**src/hw/scu_pkg.sv**
```systemverilog
// package: register map, reset values and carrier types of the config bank
package scu_pkg;

   // ---------------------------------------------------------------
   // register indices, in the order of the offset table below
   // ---------------------------------------------------------------
   localparam int NREG = 46;
   localparam int IDX_W = 6;

   typedef enum logic [IDX_W-1:0] {
      RG_MEMORY_REMAP, RG_PERIPHERAL_RESET_CONTROL, RG_PLL_CONTROL,
      RG_PLL_STATUS, RG_CRYSTAL_OSC_CONTROL, RG_WDOG_OSC_CONTROL,
      RG_RESET_CAUSE_STATUS, RG_PLL_SOURCE_SELECT, RG_PLL_SOURCE_UPDATE,
      RG_MAIN_CLOCK_SELECT, RG_MAIN_CLOCK_UPDATE, RG_SYSTEM_CLOCK_DIVIDER,
      RG_SYSTEM_CLOCK_GATES, RG_SERIAL_CLOCK_DIVIDER,
      RG_CLOCK_OUTPUT_SELECT, RG_CLOCK_OUTPUT_UPDATE,
      RG_CLOCK_OUTPUT_DIVIDER, RG_BAUD_FRACTION_DIVIDER,
      RG_BAUD_FRACTION_MULTIPLIER, RG_TRACE_BUFFER_COMMAND,
      RG_POWERON_PIN_CAPTURE,
      RG_GLITCH_CLOCK_DIV_6, RG_GLITCH_CLOCK_DIV_5, RG_GLITCH_CLOCK_DIV_4,
      RG_GLITCH_CLOCK_DIV_3, RG_GLITCH_CLOCK_DIV_2, RG_GLITCH_CLOCK_DIV_1,
      RG_GLITCH_CLOCK_DIV_0,
      RG_BROWNOUT_CONTROL, RG_TICK_CALIBRATION, RG_IRQ_DELAY_CONTROL,
      RG_NONMASKABLE_SOURCE,
      RG_PIN_IRQ_ROUTE_0, RG_PIN_IRQ_ROUTE_1, RG_PIN_IRQ_ROUTE_2,
      RG_PIN_IRQ_ROUTE_3, RG_PIN_IRQ_ROUTE_4, RG_PIN_IRQ_ROUTE_5,
      RG_PIN_IRQ_ROUTE_6, RG_PIN_IRQ_ROUTE_7,
      RG_PIN_WAKE_ENABLE, RG_IRQ_WAKE_ENABLE,
      RG_DEEPSLEEP_POWER_CONFIG, RG_WAKEUP_POWER_CONFIG,
      RG_RUN_POWER_CONFIG, RG_PART_IDENTIFIER
   } scu_reg_t;

   // ---------------------------------------------------------------
   // byte offsets, indexed by scu_reg_t
   // ---------------------------------------------------------------
   localparam logic [11:0] ROFF [NREG] = '{
      12'h000, 12'h004, 12'h008, 12'h00C, 12'h020, 12'h024, 12'h030,
      12'h040, 12'h044, 12'h070, 12'h074, 12'h078, 12'h080, 12'h094,
      12'h0E0, 12'h0E4, 12'h0E8, 12'h0F0, 12'h0F4, 12'h0FC, 12'h100,
      12'h134, 12'h138, 12'h13C, 12'h140, 12'h144, 12'h148, 12'h14C,
      12'h150, 12'h154, 12'h170, 12'h174,
      12'h178, 12'h17C, 12'h180, 12'h184, 12'h188, 12'h18C, 12'h190,
      12'h194, 12'h204, 12'h214, 12'h230, 12'h234, 12'h238, 12'h3F4
   };

   // ---------------------------------------------------------------
   // values after reset; every register not named here resets to zero
   // ---------------------------------------------------------------
   localparam logic [31:0] RST_ZERO = 32'h0000_0000;
   localparam logic [31:0] RST_MEMORY_REMAP = 32'h0000_0002;
   localparam logic [31:0] RST_PERIPHERAL_RESET = 32'h0000_1FFF;
   localparam logic [31:0] RST_WDOG_OSC = 32'h0000_00A0;
   localparam logic [31:0] RST_SYSTEM_CLOCK_DIV = 32'h0000_0001;
   localparam logic [31:0] RST_SYSTEM_CLOCK_GATES = 32'h0000_001F;
   localparam logic [31:0] RST_IRQ_DELAY = 32'h0000_0010;
   localparam logic [31:0] RST_DEEPSLEEP_POWER = 32'h0000_FFFF;
   localparam logic [31:0] RST_WAKEUP_POWER = 32'h0000_EDF0;
   localparam logic [31:0] RST_RUN_POWER = 32'h0000_EDF0;

   localparam int NPERIPH = 13;
   localparam int NROUTE = 8;
   localparam int NGLITCH = 7;
   localparam int NCAUSE = 5;

   // ---------------------------------------------------------------
   // configuration handed to the rest of the chip
   // ---------------------------------------------------------------
   typedef struct packed {
      logic [1:0] mem_map;
      logic [NPERIPH-1:0] periph_rst_n;
      logic [1:0] main_clk_sel;
      logic main_clk_upd;
      logic [7:0] baud_div;
      logic [7:0] baud_mul;
      logic [NGLITCH-1:0][7:0] glitch_div;
      logic [7:0] irq_delay;
      logic [NROUTE-1:0][7:0] pin_route;
      logic [31:0] pin_wake_en;
      logic [15:0] sleep_pd;
      logic [15:0] wake_pd;
      logic [15:0] run_pd;
   } scu_cfg_t;

   // all state of the bank
   typedef struct packed {
      logic [NREG-1:0][31:0] regs;
      logic wr_pend;
      logic wr_hit;
      logic [IDX_W-1:0] wr_idx;
      logic [31:0] rdata;
      logic cap_done;
   } scu_state_t;

endpackage

```
**src/hw/scu_regbank.sv**
```systemverilog
// system configuration register bank behind an AHB-Lite slave port
// Notes on behaviour
// software holds each peripheral in reset or releases it through the peripheral reset control register.
// eight pin interrupt route registers each pick the digital pin feeding one pin interrupt channel.
// registers sit on word addresses and decoding ignores the two lowest address bits.
// reset values are the contents seen once boot code has run.
// software should not write offsets that hold no named register.
// pin levels are caught once after power-on reset into a read-only capture register.
// the interrupt delay register is writable and resets to sixteen.
// seven glitch filter clock divider registers exist and all reset to zero.
// deep-sleep, wake-up and run power configs reset to 0xFFFF, 0xEDF0 and 0xEDF0.
// the pin wake enable register resets to zero so no pin wakes the chip.
// the reset cause register is readable and writable and resets to zero.
// main clock select and its update enable are separate registers resetting to zero.
// baud fraction divider and multiplier registers reset to zero.
// a zero in a peripheral reset bit holds that peripheral in reset, a one releases it.
// reads of unassigned offsets return zero and writes to them do nothing.
`timescale 1ns/100ps
`default_nettype none

module scu_regbank #(
   // arbitrary value, not tied to any real part
   parameter logic [31:0] PART_ID = 32'h5C0F_0001
) (
   input wire logic CLK,
   input wire logic RSTN,
   input wire logic HSEL,
   input wire logic [31:0] HADDR,
   input wire logic [1:0] HTRANS,
   input wire logic HWRITE,
   input wire logic [2:0] HSIZE,
   input wire logic [31:0] HWDATA,
   input wire logic HREADY,
   output logic HREADYOUT,
   output logic [31:0] HRDATA,
   output logic HRESP,
   input wire logic PLL_LOCKED,
   input wire logic [scu_pkg::NCAUSE-1:0] RESET_CAUSE,
   input wire logic [31:0] PIN_LEVELS,
   output scu_pkg::scu_cfg_t CFG
);
   import scu_pkg::*;

   // ---------------------------------------------------------------
   // reset release
   // ---------------------------------------------------------------
   logic [1:0] rst_sync_q;
   logic rst_n;

   always_ff @(posedge CLK or negedge RSTN) begin
      if (!RSTN) begin
         rst_sync_q <= 2'b00;
      end else begin
         rst_sync_q <= {rst_sync_q[0], 1'b1};
      end
   end

   assign rst_n = rst_sync_q[1];

   // ---------------------------------------------------------------
   // address decode
   // ---------------------------------------------------------------
   // returns {hit, index}; only bits 11:2 take part
   function automatic logic [IDX_W:0] decode(input logic [31:0] a);
      logic [IDX_W:0] r;
      r = '0;
      for (int i = 0; i < NREG; i++) begin
         if (a[11:2] == ROFF[i][11:2]) begin
            r = {1'b1, IDX_W'(i)};
         end
      end
      return r;
   endfunction

   function automatic logic is_ro(input logic [IDX_W-1:0] i);
      return (i == RG_PLL_STATUS) || (i == RG_POWERON_PIN_CAPTURE) ||
             (i == RG_PART_IDENTIFIER);
   endfunction

   // ---------------------------------------------------------------
   // state
   // ---------------------------------------------------------------
   scu_state_t q;
   scu_state_t d;
   logic addr_phase;
   logic [IDX_W:0] dec;

   assign addr_phase = HSEL && HREADY && HTRANS[1];
   assign dec = decode(HADDR);

   always_comb begin
      d = q;
      d.regs[RG_PLL_STATUS] = {31'h0, PLL_LOCKED};
      d.regs[RG_PART_IDENTIFIER] = PART_ID;
      // pins are caught on the first edge after reset release only
      if (!q.cap_done) begin
         d.regs[RG_POWERON_PIN_CAPTURE] = PIN_LEVELS;
         d.cap_done = 1'b1;
      end
      // data phase of a write; misses and read-only targets drop it
      if (q.wr_pend && q.wr_hit && !is_ro(q.wr_idx)) begin
         if (q.wr_idx == RG_RESET_CAUSE_STATUS) begin
            d.regs[RG_RESET_CAUSE_STATUS] =
               q.regs[RG_RESET_CAUSE_STATUS] & ~HWDATA;
         end else begin
            d.regs[q.wr_idx] = HWDATA;
         end
      end
      // a new cause is applied after the clear so it is never lost
      d.regs[RG_RESET_CAUSE_STATUS][NCAUSE-1:0] =
         d.regs[RG_RESET_CAUSE_STATUS][NCAUSE-1:0] | RESET_CAUSE;
      d.wr_pend = 1'b0;
      if (addr_phase) begin
         d.wr_pend = HWRITE;
         d.wr_hit = dec[IDX_W];
         d.wr_idx = dec[IDX_W-1:0];
         if (!HWRITE) begin
            // read sees a write landing in this same cycle
            if (dec[IDX_W]) begin
               d.rdata = d.regs[dec[IDX_W-1:0]];
            end else begin
               d.rdata = 32'h0000_0000;
            end
         end
      end
   end

   always_ff @(posedge CLK or negedge rst_n) begin
      if (!rst_n) begin
         q <= '0;
         for (int i = 0; i < NREG; i++) begin
            q.regs[i] <= RST_ZERO;
         end
         q.regs[RG_MEMORY_REMAP] <= RST_MEMORY_REMAP;
         q.regs[RG_PERIPHERAL_RESET_CONTROL] <= RST_PERIPHERAL_RESET;
         q.regs[RG_WDOG_OSC_CONTROL] <= RST_WDOG_OSC;
         q.regs[RG_SYSTEM_CLOCK_DIVIDER] <= RST_SYSTEM_CLOCK_DIV;
         q.regs[RG_SYSTEM_CLOCK_GATES] <= RST_SYSTEM_CLOCK_GATES;
         q.regs[RG_IRQ_DELAY_CONTROL] <= RST_IRQ_DELAY;
         q.regs[RG_DEEPSLEEP_POWER_CONFIG] <= RST_DEEPSLEEP_POWER;
         q.regs[RG_WAKEUP_POWER_CONFIG] <= RST_WAKEUP_POWER;
         q.regs[RG_RUN_POWER_CONFIG] <= RST_RUN_POWER;
      end else begin
         q <= d;
      end
   end

   // ---------------------------------------------------------------
   // bus answers
   // ---------------------------------------------------------------
   // zero wait states: every transfer finishes in its first data cycle
   assign HREADYOUT = 1'b1;
   assign HRESP = 1'b0;
   assign HRDATA = q.rdata;

   // ---------------------------------------------------------------
   // configuration outputs
   // ---------------------------------------------------------------
   always_comb begin
      CFG = '0;
      CFG.mem_map = q.regs[RG_MEMORY_REMAP][1:0];
      // high bit releases the peripheral, so reset value lets all run
      CFG.periph_rst_n =
         q.regs[RG_PERIPHERAL_RESET_CONTROL][NPERIPH-1:0];
      CFG.main_clk_sel = q.regs[RG_MAIN_CLOCK_SELECT][1:0];
      CFG.main_clk_upd = q.regs[RG_MAIN_CLOCK_UPDATE][0];
      CFG.baud_div = q.regs[RG_BAUD_FRACTION_DIVIDER][7:0];
      CFG.baud_mul = q.regs[RG_BAUD_FRACTION_MULTIPLIER][7:0];
      for (int k = 0; k < NGLITCH; k++) begin
         CFG.glitch_div[k] =
            q.regs[int'(RG_GLITCH_CLOCK_DIV_0) - k][7:0];
      end
      CFG.irq_delay = q.regs[RG_IRQ_DELAY_CONTROL][7:0];
      for (int k = 0; k < NROUTE; k++) begin
         CFG.pin_route[k] =
            q.regs[int'(RG_PIN_IRQ_ROUTE_0) + k][7:0];
      end
      CFG.pin_wake_en = q.regs[RG_PIN_WAKE_ENABLE];
      CFG.sleep_pd = q.regs[RG_DEEPSLEEP_POWER_CONFIG][15:0];
      CFG.wake_pd = q.regs[RG_WAKEUP_POWER_CONFIG][15:0];
      CFG.run_pd = q.regs[RG_RUN_POWER_CONFIG][15:0];
   end
endmodule // scu_regbank

`default_nettype wire

```
**config.mk**
```make
export PLATFORM = sky130hd
export DESIGN_NAME = scu_regbank
export DESIGN_NICKNAME = d
export VERILOG_FILES = /design/src/hw/scu_pkg.sv /design/src/hw/scu_regbank.sv
export SDC_FILE = /design/constraint.sdc
export NUM_CORES = 2
export LEC_CHECK = 0
export BUFFER_PORTS_ARGS = -buffer_cell sky130_fd_sc_hd__buf_2
export CAP_MARGIN = 20
export CORE_AREA = 3 3 361 363
export CTS_CLUSTER_DIAMETER = 200
export DETAILED_ROUTE_END_ITERATION = 8
export DIE_AREA = 0 0 364 366
export PLACE_DENSITY = 0.71
export SYNTH_ARGS = -nofsm -noshare
export SYNTH_HDL_FRONTEND = slang
export SYNTH_SLANG_ARGS = --single-unit
```
**constraint.sdc**
```tcl
create_clock -name CLK -period 55.2 [get_ports CLK]
set_clock_uncertainty 0.2 [all_clocks]
set_input_delay 2.76 -clock CLK [delete_from_list [all_inputs] [get_ports CLK]]
set_output_delay 2.76 -clock CLK [all_outputs]
set_load 0.01 [all_outputs]
```
==> out/results.tsv <==
stage	metric	value	unit
floorplan	start_util	0.5488	
timing	maxSlewHeadroom	0.1916	
floorplan	fp.dieW	364	µm
global_route	grt_start_max_net_pins	173	
yosys	synthArstFlopShare	1.000	
status	status	finished clean	
pwr	power_frac_seq	0.476	
timing	slew_viol_final	0	
route	dr.first_iter.drc_count	5497	
pwr	comb_power_share	0.060	
floorplan	dieArea	133200	µm²
pwr	clock_power_share	0.464	
pwr	p_per_area	30.31	nW/µm²
timing	tightestPinTransition	1.207	ns
cts	cts_tree	done	
place	globalplace.congestion	0.8933	
worst_setup_path	rrSetupSlack	49.90	ns
worst_setup_path	cp.arrival	9.05	ns
floorplan	num_rows	131	
floorplan	num_io_pins	388	
timing	finalSetupViolCount	0	
yosys	synth_area	69900	µm²
floorplan	core	127400	µm²
cts	postCtsHoldBufs	0	
route	first_pass_iters	8	
cts	path_clk_slew	0.06	ns
yosys	ys.flop_type	dfrtp_1	
yosys	ys_ff_latch	1451	
pwr	vdd_drop_max	0.02667	mV
final_layout	final_util	0.5976	
worst_hold_path	min_path_type	reg2reg	
global_route	grt_pass1_wl	340.8	mm
yosys	ys_types	94	
timing	finalHoldViolCount	0	
place	portBuffers	359	
final_layout	nets	5815	
floorplan	die_y	366	µm
cts	clock_latency	0.79	ns
worst_setup_path	critPathKind	in2reg	
route	wl_per_cell	31.54	µm
pwr	switchingPower	548.5	µW
route	vias	48630	
route	drc	0	
timing	tns	0	ns
pwr	swShare	0.2378	
worst_setup_path	crit_fanout	62	
cts	numCtsBuffers	154	
pwr	internal_power	1758	µW
cts	clock_sinks	1451	
pwr	power.leakage	0.03443	µW
timing	period_share	0.1552	
cts	cts_setup_buffers	0	
worst_setup_path	critPathLaunchType	primary input	
global_route	grt.total_usage	0.3508	
global_route	grt_pass1_vias	48140	
route	routed_wl	236.5	mm
timing	hold_slack	0.1492	ns
yosys	yosysSeqAreaShare	0.5205	
yosys	synth_edf_count	0	
place	dp_cells	7207	
cts	clk_path_buf_depth	3	
place	place_hpwl	140.8	mm
yosys	avgSynthCellArea	11.98	µm²
global_route	grt_antenna_before_repair	17	
worst_setup_path	cp-end-kind	register	
route	drt.antenna.violating_nets	0	
worst_setup_path	cp.required	55.69	ns
yosys	ys.warnings.count	0	
cts	post_cts_resize_count	0	
timing	fin_crit	8.569	ns
cts	htreeDepth	4	
yosys	netlist.area_leader.share	0.4983	
timing	fmax	0.1167	GHz
yosys	synth.area.top_cells	dfrtp_1 (50%), mux2_2 (21%), mux2i_1 (5.6%), buf_4 (3.5%), nor2_1 (2.5%)	
final_layout	syn2layout_area_growth	8.877	%
final_layout	final_layout_size_suffix_gt1_frac	0.3807	
route	vias_per_cell	6.486	
final_layout	finalNonFillerCells	7497	
global_route	grt_overflow	0	
yosys	yosys.area.top_type	dfrtp_1	
flow_run	drv_cap	0	
timing	rsz0062_at_grt	no	
cts	clock-root-buffer	clkbuf_16	
yosys	synthCells	5837	
-- per-layer routing --
metal  vias to the layer above  GRT usage  wire (µm)
met5                         -          0         57
met4                        10     0.1894      14340
met3                       582    0.07913      22510
met2                      2492     0.5332     107500
met1                     25420     0.4682      92060
li1                      20130          -          -
-- logic make-up (layout without fill, tap and decap cells) --
| family | after synthesis | count (layout) | share of synthesized area |
|---|---|---|---|
| mux | 1713 | 1713 | 0.2690 |
| other cells | 2 | 11 | 0.0001074 |
| flops | 1451 | 1451 | 0.5205 |
| simple gates | 1094 | 1094 | 0.07056 |
| compound gates | 780 | 780 | 0.07534 |
| buf+inv | 795 | 784 | 0.06423 |
| xor+xnor | 2 | 2 | 0.0002506 |
-- placed cells by master, fill, tap and decap left out, drive strengths merged, types with 11 or more instances in the layout --
cell type     n
nand2b       18
o21bai       37
o211ai      102
o311ai       16
o41ai        11
inv          15
buf         497
dfstp        59
a31oi        19
a21o         21
mux2i       390
a211oi       11
nor2        468
o21ai       230
nand4        19
clkbuf      243
o21a         11
o32ai        16
dfrtp      1392
o221ai       21
o22ai        44
nor4         14
or3          45
mux2       1323
or2          19
and3         19
o31ai        20
a22oi        17
a21oi        86
nand3        35
a21boi       32
nor2b        11
or4          12
nand2       319
clkinv       17
nand4b       11
nor3         63
-- power groups by stage --
stage                     Clock (µW)  Combinational (µW)  Sequential, µW
final                           1070                 138            1100
after global routing            1120                 149            1100
after global placement             0                 134            1120
after detailed placement           0                 137            1120
after floorplan                    0                81.2            1130
after CTS                       1080                 137            1100
-- synth_stat cells (8+ instances only) --
library cell and instances:
dfrtp_1 1392, mux2_2 1323, nor2_1 466, mux2i_1 390, buf_4 322, nand2_1 318
clkbuf_1 277, o21ai_0 227, buf_2 105, o211ai_1 102, a21oi_1 85, buf_1 63
nor3_1 62, dfstp_2 59, o22ai_1 44, or3_1 44, o21bai_1 37, nand3_1 35
a21boi_0 31, buf_6 22, a21o_1 21, o221ai_1 21, o31ai_1 20, a31oi_1 19
and3_1 19, nand4_1 19, nand2b_1 18, a22oi_1 17, or2_2 17, o32ai_1 16
o311ai_0 13, nor4_1 12, or4_1 12, a211oi_1 11, nor2b_1 11, o21a_1 11
nand4b_1 10, o2111ai_1 9, a2111oi_0 8, a221oi_1 8, and2_1 8, nand3b_1 8
o41ai_1 8
-- final timing paths --
path / startpoint / depth (start not counted) / to
max: HADDR[9] / 15 / HRDATA[1]$_DFFE_PN0P_
min: rst_sync_q[0]$_DFF_PN0_ / 0 / rst_sync_q[1]$_DFF_PN0_
max reg2reg: q[37]$_DFFE_PN0P_ / 10 / HRDATA[5]$_DFFE_PN0P_
min reg2reg: rst_sync_q[0]$_DFF_PN0_ / 0 / rst_sync_q[1]$_DFF_PN0_
max in group asynchronous: rst_sync_q[1]$_DFF_PN0_ / 4 / q[1306]$_DFF_PN0_
min in group asynchronous: rst_sync_q[1]$_DFF_PN0_ / 0 / q[1108]$_DFF_PN0_
-- per-stage QoR --
step / cell area (µm²) / setup slack (ns) / total power [µW]
final: 76100 / 46.63 / 2306
after global routing: 76090 / 46.30 / 2371
after global placement: 70800 / 45.98 / 1250
after floorplan: 69910 / 11.66 / 1213
after CTS: 76050 / 46.75 / 2311
after detailed placement: 70840 / 45.92 / 1254
-- layout make-up --
cell class,count,area [µm²]
Fill cell,10180,51250
Clock buffer,243,4641
Tap cell,1662,2079
Multi-Input combinational cell,3593,29420
Antenna cell,7,17.52
Sequential cell,1451,36390
Clock inverter,38,561.8
Timing Repair Buffer,497,2977
Inverter,6,22.52
-- critical path, stage by stage --
cell and delay [ns]:
buf_2 0.15, or4b_1 0.72, nor3_1 0.26, o21ai_1 0.12, nand4b_2 0.16, or2_4 0.58
buf_4 0.88, buf_4 0.62, buf_4 0.81, buf_4 0.83, mux2i_1 0.15, or2_2 0.30
o211ai_1 0.09, nand4b_1 0.20, o31ai_1 0.25
-- flip-flops by register name (all words and copies together) (netlist names) --
register and count:
CFG 242, rst_sync_q 2, HRDATA 32, q 1175
(Power assumes the default switching activity.)
